==> config.mk <==
export PLATFORM = sky130hd
export DESIGN_NAME = cepg_top
export DESIGN_NICKNAME = d
export VERILOG_FILES = /design/src/rtl/cepg_pkg.sv /design/src/rtl/cepg_top.sv
export SDC_FILE = /design/constraint.sdc
export NUM_CORES = 1
export LEC_CHECK = 0
export BUFFER_PORTS_ARGS = -buffer_cell sky130_fd_sc_hd__buf_2
export CAP_MARGIN = 40
export CORE_MARGIN = 3
export CORE_UTILIZATION = 53
export DETAILED_ROUTE_END_ITERATION = 6
export PLACE_DENSITY = 0.79
export SETUP_SLACK_MARGIN = 0.02
export SYNTH_ARGS = -nofsm -noshare
export SYNTH_HDL_FRONTEND = slang
export SYNTH_SLANG_ARGS = --single-unit
==> constraint.sdc <==
create_clock -name mclk -period 9.05 [get_ports mclk]
set_input_delay 0.905 -clock mclk [delete_from_list [all_inputs] [get_ports mclk]]
set_output_delay 0.905 -clock mclk [all_outputs]
set_load 0.03 [all_outputs]
==> src/rtl/cepg_pkg.sv <==
//==============================================================
// Contract
// RULE1 - Position mode: count encoder edges, capture count on each configurable sample edge.
// RULE2 - Sample edges never clear position count; captures are cumulative and streamed out.
// RULE3 - Edge-separation: counting of count-input edges begins on active start edge.
// RULE4 - Further start edges are ignored while a separation count runs.
// RULE5 - Active window edge stops the separation count and pushes it to results.
// RULE6 - Start and window edge polarities are selectable independently.
// RULE7 - Single separation: after one stored count, all further edges are ignored.
// RULE8 - Implicit buffered separation stores each interval and re-arms for the next.
// RULE9 - Sample-clocked separation pushes the completed count on a sample edge.
// RULE10 - Sample-clocked separation flags overrun unless start and window edges both occurred.
// RULE11 - Single pulse: delay and width counted in selectable-polarity count-input edges.
// RULE12 - With start trigger, one pulse per trigger, delay measured from trigger.
// RULE13 - Embedded pulse counter halts finite trains at the programmed pulse count.
// RULE14 - Retriggerable: window ignored during generation, then wait for next trigger.
// RULE15 - Delay on every retrigger is selectable; defaults single all, finite first.
// RULE16 - No pause trigger while the window input serves as start trigger.
// RULE17 - Sources allow two count-input ticks between trigger and first edge; the code waits delay_ticks ticks, at least one.
// RULE18 - Continuous train: programmable high/low widths, start on arm or trigger.
// RULE19 - Window as pause trigger suspends generation while asserted.
// RULE20 - Continuous output frequency is count-input frequency divided by M plus N.
// RULE21 - Buffered trains: implicit sample per pulse, or update on sample edge.
// RULE22 - Implicit ignores initial widths; sample-clocked uses them until first sample.
// RULE23 - Arm clears the count and all pending measurement state.
//==============================================================
package cepg_pkg;
  localparam int unsigned CEPG_CW        = 32;
  localparam int unsigned CEPG_BUF_DEPTH = 2;
  localparam logic [1:0]  CEPG_KIND_POS  = 2'h1;
  localparam logic [1:0]  CEPG_KIND_SEP  = 2'h2;

  // Operating modes, one-hot
  typedef enum logic [8:0] {
    CEPG_POS      = 9'h001,
    CEPG_SEP_ONE  = 9'h002,
    CEPG_SEP_IMPL = 9'h004,
    CEPG_SEP_SCLK = 9'h008,
    CEPG_PULSE    = 9'h010,
    CEPG_FINITE   = 9'h020,
    CEPG_CONT     = 9'h040,
    CEPG_BUF_IMPL = 9'h080,
    CEPG_BUF_SCLK = 9'h100
  } cepg_mode_type;

  // Static configuration flags
  typedef struct packed {
    cepg_mode_type mode;
    logic          count_rise;
    logic          start_rise;
    logic          window_rise;
    logic          sample_rise;
    logic          trig_en;
    logic          retrig;
    logic          pause_en;
    logic          delay_policy_set;
    logic          delay_every_retrigger;
  } cepg_cfg_type;

  typedef struct packed {
    logic [1:0]         kind;
    logic [CEPG_CW-1:0] value;
  } cepg_result_type;

  typedef struct packed {
    logic [CEPG_CW-1:0] idle;
    logic [CEPG_CW-1:0] active;
  } cepg_spec_type;
endpackage

==> src/rtl/cepg_top.sv <==
`timescale 1ns/100ps
module cepg_top import cepg_pkg::*; #(
  parameter int unsigned CW = CEPG_CW
) (
  input  wire logic            mclk,
  input  wire logic            reset,
  input  wire logic            arm,
  input  wire cepg_cfg_type    cfg,
  input  wire logic [CW-1:0]   delay_ticks,
  input  wire logic [CW-1:0]   high_ticks,
  input  wire logic [CW-1:0]   low_ticks,
  input  wire logic [CW-1:0]   pulse_total,
  input  wire logic            count_in,
  input  wire logic            start_in,
  input  wire logic            window_in,
  input  wire logic            sample_in,
  input  wire cepg_spec_type   spec,
  input  wire logic            spec_valid,
  output logic                 spec_ready,
  output cepg_result_type      res_data,
  output logic                 res_valid,
  input  wire logic            res_ready,
  output logic                 overrun,
  output logic                 res_lost,
  output logic                 meas_done,
  output logic                 gen_done,
  output logic                 pulse_out
);
  // Widths must fit the result word; below two bits a phase count is meaningless
  if (CW < 2 || CW > CEPG_CW) begin : g_cw_check
    $error("cepg_top: CW out of range");
  end

  typedef enum logic [3:0] {
    M_IDLE = 4'h1, M_WAIT = 4'h2, M_COUNT = 4'h4, M_DONE = 4'h8
  } cepg_mstate_type;
  typedef enum logic [6:0] {
    G_IDLE = 7'h01, G_TRIG = 7'h02, G_DELAY = 7'h04, G_FETCH = 7'h08,
    G_LOW  = 7'h10, G_HIGH = 7'h20, G_DONE  = 7'h40
  } cepg_gstate_type;

  //==============================================================
  // Edge detection
  //==============================================================
  logic [3:0] prev;
  wire  [3:0] ins   = {sample_in, window_in, start_in, count_in};
  wire  [3:0] pols  = {cfg.sample_rise, cfg.window_rise, cfg.start_rise, cfg.count_rise};
  // Active edge when the level changed and now equals the polarity bit
  wire  [3:0] edges = (ins ^ prev) & ~(ins ^ pols); // RULE6 RULE11
  wire        c_edge = edges[0];
  wire        s_edge = edges[1];
  wire        w_edge = edges[2];
  wire        k_edge = edges[3]; // RULE1

  always_ff @(posedge mclk or posedge reset) begin
    if (reset) prev <= 4'h0;
    else prev <= ins;
  end

  //==============================================================
  // Two-entry result buffer
  //==============================================================
  cepg_result_type buf_mem [CEPG_BUF_DEPTH];
  logic            rd_ptr;
  logic            wr_ptr;
  logic [1:0]      fill;
  logic            push_req;
  cepg_result_type push_data;
  wire             pop      = res_valid & res_ready;
  wire             in_ready = (fill != 2'h2) | pop;
  wire             push     = push_req & in_ready;

  assign res_valid = (fill != 2'h0);
  assign res_data  = buf_mem[rd_ptr];

  // A stall by the reader never overwrites a held word
  always_ff @(posedge mclk or posedge reset) begin
    if (reset) begin
      rd_ptr <= 1'b0;
      wr_ptr <= 1'b0;
      fill   <= 2'h0;
    end else begin
      if (push) wr_ptr <= ~wr_ptr;
      if (pop) rd_ptr <= ~rd_ptr;
      fill <= fill + {1'b0, push} - {1'b0, pop};
    end
  end

  always_ff @(posedge mclk) begin
    if (push) buf_mem[wr_ptr] <= push_data;
  end

  //==============================================================
  // Measurement side
  //==============================================================
  cepg_mstate_type mstate, next_mstate;
  logic [CW-1:0]   cnt, next_cnt;
  logic [CW-1:0]   held;
  logic            held_v;
  logic            seen_s;
  logic            seen_w;

  wire is_pos  = (cfg.mode == CEPG_POS);
  wire is_sclk = (cfg.mode == CEPG_SEP_SCLK);
  wire is_sep  = cfg.mode inside {CEPG_SEP_ONE, CEPG_SEP_IMPL, CEPG_SEP_SCLK};
  wire counting = (mstate == M_COUNT);
  wire start_take = (mstate == M_WAIT) & s_edge;     // RULE3 RULE4
  wire stop_take  = counting & is_sep & w_edge;      // RULE5
  wire sclk_tick  = is_sclk & k_edge & (mstate != M_IDLE);
  wire [CW-1:0] cnt_inc = cnt + {{(CW-1){1'b0}}, c_edge};

  // Single mode pushes once and parks; buffered modes re-arm
  always_comb begin
    next_mstate = mstate;
    next_cnt    = counting ? cnt_inc : cnt;
    if (start_take) begin
      next_mstate = M_COUNT;
      next_cnt    = '0;
    end else if (stop_take) begin
      next_mstate = (cfg.mode == CEPG_SEP_ONE) ? M_DONE : M_WAIT; // RULE7 RULE8
      next_cnt    = '0;
    end
  end

  // Push selection: position capture, direct stop, or sample-clocked hold
  always_comb begin
    push_req        = 1'b0;
    push_data.kind  = CEPG_KIND_SEP;
    push_data.value = CEPG_CW'(cnt);
    if (is_pos & counting & k_edge) begin
      push_req       = 1'b1; // RULE1 RULE2
      push_data.kind = CEPG_KIND_POS;
    end else if (stop_take & ~is_sclk) begin
      push_req = 1'b1; // RULE5 RULE8
    end else if (sclk_tick & held_v) begin
      push_req        = 1'b1; // RULE9
      push_data.value = CEPG_CW'(held);
    end
  end

  always_ff @(posedge mclk or posedge reset) begin
    if (reset) begin
      mstate <= M_IDLE;
      cnt    <= '0;
      held   <= '0;
      held_v <= 1'b0;
      seen_s <= 1'b0;
      seen_w <= 1'b0;
    end else if (arm) begin
      mstate <= is_pos ? M_COUNT : (is_sep ? M_WAIT : M_IDLE); // RULE23
      cnt    <= '0;
      held_v <= 1'b0;
      seen_s <= 1'b0;
      seen_w <= 1'b0;
    end else begin
      mstate <= next_mstate;
      cnt    <= next_cnt;
      if (stop_take & is_sclk) held <= cnt;
      held_v <= (stop_take & is_sclk) | (held_v & ~sclk_tick);
      seen_s <= start_take | (seen_s & ~sclk_tick);
      seen_w <= stop_take | (seen_w & ~sclk_tick);
    end
  end

  // Sticky error flags; an event in the arm cycle still sets them
  always_ff @(posedge mclk or posedge reset) begin
    if (reset) begin
      overrun  <= 1'b0;
      res_lost <= 1'b0;
    end else begin
      overrun  <= (sclk_tick & ~(seen_s & seen_w)) | (overrun & ~arm); // RULE10
      res_lost <= (push_req & ~in_ready) | (res_lost & ~arm);
    end
  end

  assign meas_done = (mstate == M_DONE);

  //==============================================================
  // Generation side
  //==============================================================
  cepg_gstate_type gstate, next_gstate;
  logic [CW-1:0]   tcnt;
  logic [CW-1:0]   pcnt;
  logic [CW-1:0]   cur_high;
  logic [CW-1:0]   cur_low;
  logic            retrig_seen;
  logic            pend;
  cepg_spec_type   pend_spec;

  wire is_bimpl  = (cfg.mode == CEPG_BUF_IMPL);
  wire is_bsclk  = (cfg.mode == CEPG_BUF_SCLK);
  wire is_gen    = cfg.mode inside {CEPG_PULSE, CEPG_FINITE, CEPG_CONT, CEPG_BUF_IMPL,
                                    CEPG_BUF_SCLK};
  wire is_finite = cfg.mode inside {CEPG_PULSE, CEPG_FINITE};
  // Pause only when the window input is not the start trigger
  wire paused    = cfg.pause_en & ~cfg.trig_en & (window_in == cfg.window_rise); // RULE16 RULE19
  wire tick      = c_edge & ~paused;
  wire [CW-1:0] tnext = tcnt + 1'b1;
  wire [CW-1:0] pnext = pcnt + 1'b1;
  wire [CW-1:0] target = (gstate == G_DELAY) ? delay_ticks :
                         (gstate == G_HIGH) ? cur_high : cur_low;
  wire in_phase  = gstate inside {G_DELAY, G_LOW, G_HIGH};
  wire phase_end = in_phase & tick & (tnext >= target); // RULE11 RULE20
  wire [CW-1:0] total_lim = (cfg.mode == CEPG_PULSE) ? {{(CW-1){1'b0}}, 1'b1} : pulse_total;
  wire last_pulse = is_finite & (pnext >= total_lim);             // RULE13
  wire dly_all = cfg.delay_policy_set ? cfg.delay_every_retrigger
                                      : (cfg.mode == CEPG_PULSE); // RULE15
  wire trig_take = (gstate == G_TRIG) & w_edge;                   // RULE12 RULE14
  wire boundary  = (gstate == G_HIGH) & phase_end;
  wire sclk_take = is_bsclk & k_edge & spec_valid &
                   ~(gstate inside {G_IDLE, G_DONE});             // RULE21
  cepg_gstate_type first_phase;

  assign first_phase = is_bimpl ? G_FETCH : (is_bsclk ? G_LOW : G_HIGH);
  assign spec_ready  = ((gstate == G_FETCH) & is_bimpl) | sclk_take;
  assign gen_done    = (gstate == G_DONE);

  // Phase sequencing; window edges outside G_TRIG are not looked at
  always_comb begin
    next_gstate = gstate;
    unique case (gstate)
      G_IDLE:  next_gstate = G_IDLE;
      G_TRIG:  if (trig_take) begin
        next_gstate = (~retrig_seen | dly_all) ? G_DELAY : first_phase; // RULE15
      end
      G_DELAY: if (phase_end) next_gstate = first_phase;
      G_FETCH: if (spec_valid) next_gstate = G_LOW; // RULE21
      G_LOW:   if (phase_end) next_gstate = G_HIGH;
      G_HIGH:  if (phase_end) begin
        if (last_pulse) next_gstate = cfg.trig_en & cfg.retrig ? G_TRIG : G_DONE; // RULE13 RULE14
        else next_gstate = is_bimpl ? G_FETCH : (is_bsclk ? G_LOW : G_LOW);
      end
      G_DONE:  next_gstate = G_DONE;
    endcase
  end

  always_ff @(posedge mclk or posedge reset) begin
    if (reset) begin
      gstate      <= G_IDLE;
      tcnt        <= '0;
      pcnt        <= '0;
      cur_high    <= '0;
      cur_low     <= '0;
      retrig_seen <= 1'b0;
      pend        <= 1'b0;
      pend_spec   <= '0;
      pulse_out   <= 1'b0;
    end else if (arm) begin
      gstate      <= !is_gen ? G_IDLE : (cfg.trig_en ? G_TRIG : G_DELAY); // RULE18
      tcnt        <= '0;
      pcnt        <= '0;
      cur_high    <= high_ticks; // RULE22
      cur_low     <= low_ticks;
      retrig_seen <= 1'b0;
      pend        <= 1'b0;
      pulse_out   <= 1'b0;
    end else begin
      gstate <= next_gstate;
      if (phase_end | trig_take) tcnt <= '0;
      else if (in_phase & tick) tcnt <= tnext;
      if (trig_take) pcnt <= '0;
      else if (boundary) pcnt <= pnext;
      if (trig_take) retrig_seen <= 1'b1;
      if ((gstate == G_FETCH) & spec_valid) begin
        cur_low  <= CW'(spec.idle); // RULE21 RULE22
        cur_high <= CW'(spec.active);
      end else if (boundary & pend) begin
        cur_low  <= CW'(pend_spec.idle);
        cur_high <= CW'(pend_spec.active);
      end
      pend <= sclk_take | (pend & ~boundary);
      if (sclk_take) pend_spec <= spec;
      pulse_out <= (next_gstate == G_HIGH); // RULE11
    end
  end
endmodule

==> impl_metrics.yaml, run 1 <==
sta:
  finalHoldViolations: 0
  setup_viol: 0
  whs_ps: 480
  rsz0062_at_grt: "false"
  period_share_pct: 64.7
  slew_headroom_pct: 35.1
  period_minus_slack_ps: 5850
  max_freq_mhz: 171
  finClkSkew_ps: 21.8
  layout_setup_ws_ps: 3200
  slew_violations: 0
  setup_tns_ps: 0
  tightest_slew_ps: 974
setup_path:
  critPathLaunchType: "flop"
  critical_path.cell_chain: "ha_1 -> nand3_1 -> nor4_1 -> nand3_1 -> nor2_1 -> nand2_1 -> xnor2_1 -> ha_1 -> a21oi_1 -> nand2_1 -> a221oi_2 -> o21ai_1 -> a21oi_4 -> nor3_1 -> a221o_4 -> buf_4 -> buf_16 -> mux2_1"
  r2r-start: "tcnt[0]"
  critical_path_class: "flop to flop"
  path_depth: 18
  critPathMaxStageDelay_ps: 740
  crit_path_end_kind: "flop"
  reg2reg_depth: 18
  worstReg2RegEnd: "cur_high[28]"
  reg2reg_slack_ps: 3200
  cp_top_family: "simple AND/OR/NAND/NOR gates"
  cp.arrival_ps: 6270
  crit_buf_inv: 2
  slowest_stage: "nor4_1"
  critPathMaxFanout: 45
  required_ps: 9470
synth:
  synth.top_cells.by_area: "dfrtp_1 36%, edfxtp_1 10%, mux2_4 6.9%"
  yosysSeqAreaShare_pct: 46.3
  synthArstFlopShare_pct: 80.6
  synth_area_leader_cell: "dfrtp_1"
  syn_avg_cell_area_um2: 10.6
  synth_flop_cell: "dfrtp_1"
  syn_nets: 2139
  synth_top_cell_area_share_pct: 35.7
  yosysWarnings: 0
  netlist_area_um2: 19700
  synth_cell_type_count: 78
  synth_edf_count: 68
  synth_cells: 1850
  synth-seq-cells: 351
global_route:
  antenna_found_initial: 15
  grt_pass1_wl_um: 75600
  globalRoute.totalOverflow: 0
  grt_max_degree: 172
  grt_pass1_vias: 15100
  grtUsageTotal_pct: 23.7
clocking:
  clk_latency_ps: 550
  cts_max_level: 2
  numCtsBuffers: 40
  post_cts_buffers: 0
  cts.clk_slew.worst_paths_ps: 60
  hold_buffers: 0
  cts.sinks: 351
  cts_resized: 0
  clockBufferDepth: 3
  tritoncts: "yes"
  cts_root_buffer: "clkbuf_16"
job:
  max_cap_viol_count: 0
power:
  p_leak_nw: 11.5
  power_mw: 3.83
  power_density_nw_per_um2: 169
  ir_drop_uv: 179
floorplanning:
  row_count: 69
  die_area_um2: 39500
  initial_core_util_pct: 54.6
  die_h_um: 199
  die_w_um: 199
  core-area_um2: 36100
  ios: 260
status:
  status: "finished clean"
detailed_routing:
  route.detailed.drc: 0
  routed_via_density: 5.74
  detail-route-antenna-nets: 0
  vias: 14800
  dr.first_iter.drc_count: 818
  dr.pass1.iters: 5
  routed_wire_length_per_instance_um: 18.3
  routed_wl_um: 47200
finish:
  nets: 2369
  synthToLayoutAreaGrowth_pct: 15.1
  fillers: 2831
  multiInputGateArea_um2: 10100
  seq_area_um2: 9130
  final_layout_size_suffix_gt1_share_pct: 24.1
  stdcell_count: 2577
  finish.utilization_pct: 62.8
  fin_area_um2: 22700
placement:
  gp_congestion: 0.887
  placed_area_um2: 21400
  post-place-ws_ps: 3320
  place_hpwl_um: 33500
  numPortBuffers: 259
  place_inst: 2499
worst_hold_path:
  min_to: "tcnt[11]"
  holdPathStages: 2
  worstHoldStart: "tcnt[11]"
  hold_path_class: "flop to flop"
## cell families (layout without fill, tap and decap cells)
| kind of cell | Yosys count | after routing | share of synthesized area, % |
|---|---|---|---|
| flops | 351 | 351 | 46.3 |
| compound gates | 248 | 248 | 7.32 |
| other cells | 0 | 7 | 0 |
| fa+ha+maj | 70 | 70 | 4.45 |
| xor+xnor | 114 | 114 | 5.11 |
| simple gates | 661 | 661 | 16.1 |
| mux | 291 | 291 | 17.9 |
| buf+inv | 115 | 374 | 2.75 |
## cells in the final DEF, fill, tap and decap left out, types with 6 or more instances in the layout
cell / n
mux2_4: 90
mux2_1: 98
buf_4: 17
or2_2: 6
clkinv_2: 11
diode_2: 7
o21ai_1: 18
ha_1: 70
o21ai_0: 126
nand2_1: 297
or3_1: 12
inv_1: 20
and2_1: 6
xor2_1: 64
nor2_1: 100
edfxtp_1: 68
o211ai_1: 7
a21oi_1: 55
and3_1: 23
nor2b_1: 7
nand2b_1: 9
mux2i_1: 65
nor4_1: 10
clkbuf_16: 41
clkbuf_8: 8
buf_2: 258
xnor2_1: 49
nand4_1: 24
or4_1: 6
o31ai_1: 10
nand3_1: 95
dfrtp_1: 281
nor3_1: 15
mux2_2: 38
and4_1: 11
## registers in the layout (all words and copies together) (netlist names)
| name | flops |
|---|---|
| pulse_out | 1 |
| cnt | 32 |
| buf_mem | 68 |
| wr_ptr | 1 |
| gstate | 7 |
| pend | 1 |
| rd_ptr | 1 |
| cur_low | 32 |
| fill | 2 |
| retrig_seen | 1 |
| held_v | 1 |
| held | 32 |
| cur_high | 32 |
| res_lost | 1 |
| pcnt | 32 |
| overrun | 1 |
| seen_w | 1 |
| pend_spec | 64 |
| tcnt | 32 |
| prev | 4 |
| seen_s | 1 |
| mstate | 4 |
## worst max-delay path by stage
stage | startpoint | endpoint | slack, ps
final | tcnt[0] | cur_high[28] | 3200
after detailed placement | tcnt[0] | cur_high[28] | 3320
after global placement | tcnt[0] | cur_high[28] | 3440
after floorplan | reset | cnt[0] | 340
after CTS | tcnt[0] | cur_high[28] | 3300
after global routing | tcnt[0] | cur_high[28] | 2810
## metal layers
metal  wire [um]  track usage, %
met1       19200            29.2
met2       22800            39.9
met3        3180            5.96
met4        1880            10.2
met5         126               0
## worst register-to-register path, delay by kind of cell, from the launching register on
family                     cells  cell delay, ps
and+or+nand+nor                7            1910
AOI/OAI and AO/OA              5            1740
xor gates and xnor gates       1             150
buffers and inverters          2             510
muxes                          1             410
DFF                            1             420
adders and majority gates      2             580
## power by group
part / total [mW] / internal [mW] / switching [mW]
registers: 1.67 / 1.64 / 0.0321
clock network: 1.56 / 0.922 / 0.643
logic: 0.595 / 0.242 / 0.353
total: 3.83 / 2.81 / 1.03
## final cells by class
class	count	share of cell area, %
Antenna cell	7	0.0772
Clock buffer	54	5.09
Clock inverter	17	0.513
Inverter	23	0.414
Multi-Input combinational cell	1384	44.4
Sequential cell	351	40.2
Tap cell	461	2.54
Timing Repair Buffer	280	6.76
## synth_stat cells, types with 5 or more instances
master	number
clkbuf_1	56
o21ai_1	18
inv_1	21
nand4_1	24
o31ai_1	10
or4_1	6
mux2i_1	65
buf_1	6
nor2_1	102
buf_2	16
nor2b_1	7
nand3_1	96
ha_1	70
and4_1	11
or3_1	12
mux2_2	38
xnor2_1	49
and2_1	6
nor4_1	10
o21ai_0	126
nand2_1	299
xor2_1	64
or2_2	5
dfrtp_1	281
nor3_1	15
nand2b_1	9
mux2_1	98
and3_1	23
a21oi_1	55
edfxtp_1	68
mux2_4	90
o211ai_1	7
nor3b_1	5
buf_6	10
No activity file was read; power rests on OpenSTA's default activity.
==> run 2: changes to the inputs <==
ABC_AREA = 1   (was not set)
clock period = 4.8 ns   (was 9.05 ns; I/O delays follow)
==> run 2 against run 1 <==
  * Synthesized area increased by 3.4%
  * Core utilization shrank 0.81 points
  * Clock power grew 100%
  * Wire length rose by 21%
  * Sequential power increased by 88%
  * Maximum frequency rose by 36%
  * Largest power group unchanged
==> impl_metrics.yaml, run 2 <==
finish:
  finish.utilization_pct: 62.0
  max_flop_register: "buf_mem"
  final_layout_size_suffix_gt1_share_pct: 19.0
  nets: 2958
  top_regs: "buf_mem: 68 flops, pend_spec: 64 flops"
  largest_register_ffs: 68
  fin_area_um2: 23400
  synthToLayoutAreaGrowth_pct: 15.0
  mostFrequentLayoutCells: "596 x nand2_1, 281 x dfrtp_1, 273 x inv_1"
  layout_commonest_cell: "nand2_1"
sta:
  period_minus_slack_ps: 4300
  finalHoldViolations: 0
  tightest_slew_ps: 1180
  setup_tns_ps: 0
  rsz0062_at_grt: "false"
  finClkSkew_ps: 18.3
  slew_violations: 0
  setup_viol: 0
  max_freq_mhz: 233
  period_share_pct: 89.6
  slew_headroom_pct: 21.2
synth:
  synth-seq-cells: 351
  syn_nets: 2739
  synth_compound_area_share_pct: 11.2
  synth_top_cell_area_share_pct: 34.5
  synth_flop_cell: "dfrtp_1"
  post-synth-top-count-cell: "nand2_1"
  synth.top_cells.by_area: "dfrtp_1 35%, nand2_1 11%, edfxtp_1 10%"
  synth-simple-area-share_pct: 22.5
  yosysWarnings: 0
  synth_cell_type_count: 56
  synthArstFlopShare_pct: 80.6
  netlist_area_um2: 20400
  synthTopCellsByCount: "599 x nand2_1, 281 x dfrtp_1, 276 x inv_1, 185 x nor2_1, 129 x nand3_1"
  synth_edf_count: 68
  yosysSeqAreaShare_pct: 44.8
  syn_avg_cell_area_um2: 8.32
  synthAdderAreaFrac_pct: 4.30
  synth_area_leader_cell: "dfrtp_1"
  synthMuxAreaShare_pct: 6.48
  synth_xor_xnor_area_share_pct: 2.62
  synth_cells: 2450
  synth_top_family_by_area: "simple AND/OR/NAND/NOR gates"
detailed_routing:
  routed_wl_um: 57300
  route.detailed.drc: 0
  routed_wire_length_per_instance_um: 17.8
  detail-route-antenna-nets: 0
  vias: 17800
  dr.pass1.iters: 6
  routed_via_density: 5.56
  dr.first_iter.drc_count: 1457
power:
  p_sw_share_pct: 28.1
  power_mw: 7.38
  power.internal_mw: 5.31
  seq_power_share_pct: 42.6
  p_leak_nw: 11.3
  combPwrFrac_pct: 15.0
  p_clk_share_pct: 42.4
  power_density_nw_per_um2: 315
  ir_drop_uv: 283
  p_sw_mw: 2.08
placement:
  placed_area_um2: 22100
  place_hpwl_um: 41800
  numPortBuffers: 259
  gp_congestion: 0.959
job:
  max_cap_viol_count: 0
setup_path:
  worstReg2RegEnd: "cur_high[5]"
  reg2reg_slack_ps: 500
  crit_path_end_kind: "flop"
  reg2reg_depth: 23
  r2r-start: "tcnt[0]"
  critPathLaunchType: "flop"
  critical_path_class: "flop to flop"
  required_ps: 5270
  cp.arrival_ps: 4770
  critPathMaxFanout: 47
clocking:
  cts_root_buffer: "clkbuf_16"
  cts_max_level: 2
  numCtsBuffers: 39
  clk_latency_ps: 550
  post_cts_buffers: 0
  cts.clk_slew.worst_paths_ps: 60
  cts.sinks: 351
  clockBufferDepth: 3
  tritoncts: "yes"
global_route:
  grt_max_degree: 180
  grt_pass1_vias: 17600
  globalRoute.totalOverflow: 0
  grt_pass1_wl_um: 92200
  grtUsageTotal_pct: 28.0
  antenna_found_initial: 3
worst_hold_path:
  holdPathStages: 1
  hold_path_class: "input port to flop"
  min_to: "prev[0]"
  worstHoldStart: "count_in"
floorplanning:
  row_count: 71
  initial_core_util_pct: 54.0
  die_w_um: 202
  die_area_um2: 40800
  die_h_um: 202
  ios: 260
  core-area_um2: 37800
status:
  status: "finished clean"
## run 2: critical path: stages (launching register included)
cell	delay, ps
dfrtp_1	400
ha_1	190
nand2_1	70
inv_1	80
nand2_1	110
nor2_1	240
nand2_1	130
nor2_1	170
nand3_1	170
nor3_1	220
xor2_1	220
inv_1	80
ha_1	290
nand2_1	50
nor2_1	140
nand2_1	100
nor2_1	150
nand2_1	120
nand2_1	210
nand4_1	220
nand3_4	130
buf_4	430
nand2_1	180
o21ai_1	120
## run 2: cell families after synthesis
kind of cell               count (synthesis)
and+or+nand+nor                         1051
adders and majority gates                 70
xor gates and xnor gates                  61
buffers and inverters                    402
muxes                                    101
AOI/OAI and AO/OA                        414
DFF                                      351
## run 2: how the worst max path moves through the flow
stage	to	cells after the start	slack (ps)	from
final	cur_high[5]	23	500	tcnt[0]
after global routing	cur_high[5]	23	90	tcnt[0]
after CTS	pcnt[8]	26	350	gstate[1]
after detailed placement	pcnt[8]	26	390	gstate[1]
after global placement	pcnt[4]	26	590	gstate[1]
after floorplan	cnt[0]	1	570	reset
## run 2: power groups by stage
stage | clock (mW) | combinational (mW) | sequential (mW)
6_report | 3.13 | 1.11 | 3.14
4_1_cts | 3.19 | 1.12 | 3.14
2_1_floorplan | 0 | 0.704 | 3.18
3_5_place_dp | 0 | 1.11 | 3.20
3_3_place_gp | 0 | 1.07 | 3.20
5_1_grt | 3.30 | 1.22 | 3.15
## run 2: cell type report
cell class | instances | area (um^2)
clock inverters | 25 | 292
flip-flops and latches | 351 | 9130
diodes | 1 | 2.50
fillers | 3282 | 14300
inverters | 294 | 1110
clock buffers | 47 | 1040
well taps | 511 | 639
multi-input cells | 1697 | 9630
repair buffers | 286 | 1590
## run 2: per-stage QoR
stage / std cells / hold WS (ps) / setup WS (ps)
after floorplan: 2450 / 449 / 572
after global placement: 3135 / 462 / 587
after detailed placement: 3138 / 469 / 387
after CTS: 3211 / 50.6 / 346
after global routing: 3211 / 66.1 / 93.7
final: 3212 / 65.1 / 500
## run 2: repair_timing
| action | CTS | global route |
|---|---|---|
| hold buffers | 1 | 0 |
| endpoints found under the setup margin | 0 | 25 |
| gates resized for setup | 0 | 3 |
| hold endpoints to repair | 12 | 0 |
## run 2: per-layer routing
layer	wire length, um	up-vias	GRT usage [%]
met5	38	-	0
met4	3000	6	13.0
met3	3770	154	4.20
met2	27400	638	47.4
met1	23100	8482	35.7
li1	-	8566	-
==> run 3: changes to the inputs <==
PLACE_DENSITY = not set   (was 0.79)
PLACE_DENSITY_LB_ADDON = 0.08   (was not set)
==> run 3 against run 2 <==
  * Maximum frequency is 1.9% lower
  * Clock power fell by 3%
  * Clock-buffer cell count is 3 higher
  * Final cell count barely moved
  * First-iteration DRC count shrank 23%
  * Highest routed layer unchanged
==> impl_metrics.yaml, run 3 (same netlist as run 2, synthesis figures left out) <==
finish:
  finish.utilization_pct: 62.0
  nets: 2960
  max_flop_register: "buf_mem"
  final_layout_size_suffix_gt1_share_pct: 18.5
  largest_register_ffs: 68
  fillers: 3347
  mostFrequentLayoutCells: "597 x nand2_1, 281 x dfrtp_1, 273 x inv_1"
  layout_commonest_cell: "nand2_1"
  top_regs: "buf_mem: 68 flops, pend_spec: 64 flops"
  synthToLayoutAreaGrowth_pct: 14.9
sta:
  period_minus_slack_ps: 4380
  setup_tns_ps: 0
  max_freq_mhz: 228
  slew_violations: 0
  rsz0062_at_grt: "false"
  slew_headroom_pct: 31.4
  tightest_slew_ps: 1030
  period_share_pct: 91.4
  finalHoldViolations: 0
  finClkSkew_ps: 10.9
  setup_viol: 0
detailed_routing:
  vias: 17400
  routed_wire_length_per_instance_um: 17.3
  route.detailed.drc: 0
  routed_via_density: 5.43
  detail-route-antenna-nets: 0
  routed_wl_um: 55600
  dr.first_iter.drc_count: 1129
  dr.pass1.iters: 5
clocking:
  tritoncts: "yes"
  cts_root_buffer: "clkbuf_16"
  clockBufferDepth: 3
  numCtsBuffers: 39
  cts.sinks: 351
  post_cts_buffers: 0
  cts.clk_slew.worst_paths_ps: 60
  cts_max_level: 2
  clk_latency_ps: 540
placement:
  place_hpwl_um: 40200
  numPortBuffers: 259
  gp_congestion: 0.903
worst_hold_path:
  hold_path_class: "input port to flop"
setup_path:
  critPathMaxFanout: 56
  cp.arrival_ps: 4800
  required_ps: 5220
  crit_path_end_kind: "flop"
  critical_path_class: "flop to flop"
  critPathLaunchType: "flop"
global_route:
  grt_max_degree: 184
  grt_pass1_vias: 17100
  grt_pass1_wl_um: 89800
  antenna_found_initial: 5
  globalRoute.totalOverflow: 0
  grtUsageTotal_pct: 27.2
floorplanning:
  ios: 260
  die_w_um: 202
  die_area_um2: 40800
  initial_core_util_pct: 54.0
  core-area_um2: 37800
  row_count: 71
  die_h_um: 202
power:
  power_mw: 7.28
  p_leak_nw: 11.3
  power_density_nw_per_um2: 311
  ir_drop_uv: 252
job:
  max_cap_viol_count: 0
status:
  status: "finished clean"
==> run 3: layout make-up <==
type | instances | area [um^2] | area share (%)
Multi-Input combinational cell | 1697 | 9620 | 41.1
Inverter | 294 | 1110 | 4.74
Sequential cell | 351 | 9130 | 39.0
Antenna cell | 1 | 2.50 | 0.0107
Timing Repair Buffer | 288 | 1640 | 7.00
Tap cell | 511 | 639 | 2.73
Clock buffer | 50 | 1080 | 4.61
Clock inverter | 18 | 203 | 0.866
==> run 3: path summary, 6_finish.rpt <==
path	from	endpoint	slack [ps]	cells past startpoint
setup reg to reg	gstate[1]	cur_high[24]	420	26
setup / recovery	gstate[1]	cur_high[24]	420	26
hold / removal	start_in	prev[1]	80	1
max in group asynchronous	reset	pend_spec[48]	3000	4
hold reg to reg	held[14]	held[14]	480	2
min in group asynchronous	reset	held[10]	480	3
==> run 3: repair_timing <==
item,in CTS,in global routing
endpoints found under the hold margin,11,0
hold buffers,1,0
gates resized for setup,0,0
==> run 3: worst max-delay path, cell delays in order, from the launching register on <==
cell and delay (ps):
dfrtp_1 430, nor2_4 160, inv_2 90, nor2_8 120, nand2_4 90, clkinv_1 70
buf_4 380, buf_4 350, a21oi_1 100, o21ai_0 190, o21ai_0 180, ha_1 330
nand2_1 70, inv_1 40, nand2_1 60, nand2_1 50, nor2_1 100, nand2_1 80
nand2_1 60, nand2_1 60, nand2_1 150, nand2_1 160, nand4_1 160, nand3_4 270
buf_12 320, nand2_1 90, o21ai_1 70
==> run 3: power by group <==
group / internal [mW] / switching, mW
registers: 3.10 / 0.0332
clock network: 1.85 / 1.19
logic: 0.338 / 0.767
total: 5.28 / 1.99
==> run 3: layer usage <==
layer  up-vias  GRT usage, %  part of all wire, %  wire (um)
li1       8567             -                    -          -
met3       110          4.48                  5.8       3210
met4         8          9.59                  3.5       1940
met5         -             0                0.097         54
met2       478          44.7                   47      25900
met1      8256          36.6                   44      24500
==> run 3: metrics by stage <==
step | setup WS (ps) | area, um^2 | std cells | hold WS [ps]
floorplan | 572 | 20400 | 2450 | 449
global placement | 476 | 22000 | 3136 | 462
detailed placement | 444 | 22100 | 3140 | 469
CTS | 377 | 23400 | 3209 | 58.1
global route | 39.4 | 23400 | 3209 | 64.4
finish | 415 | 23400 | 3210 | 82.2
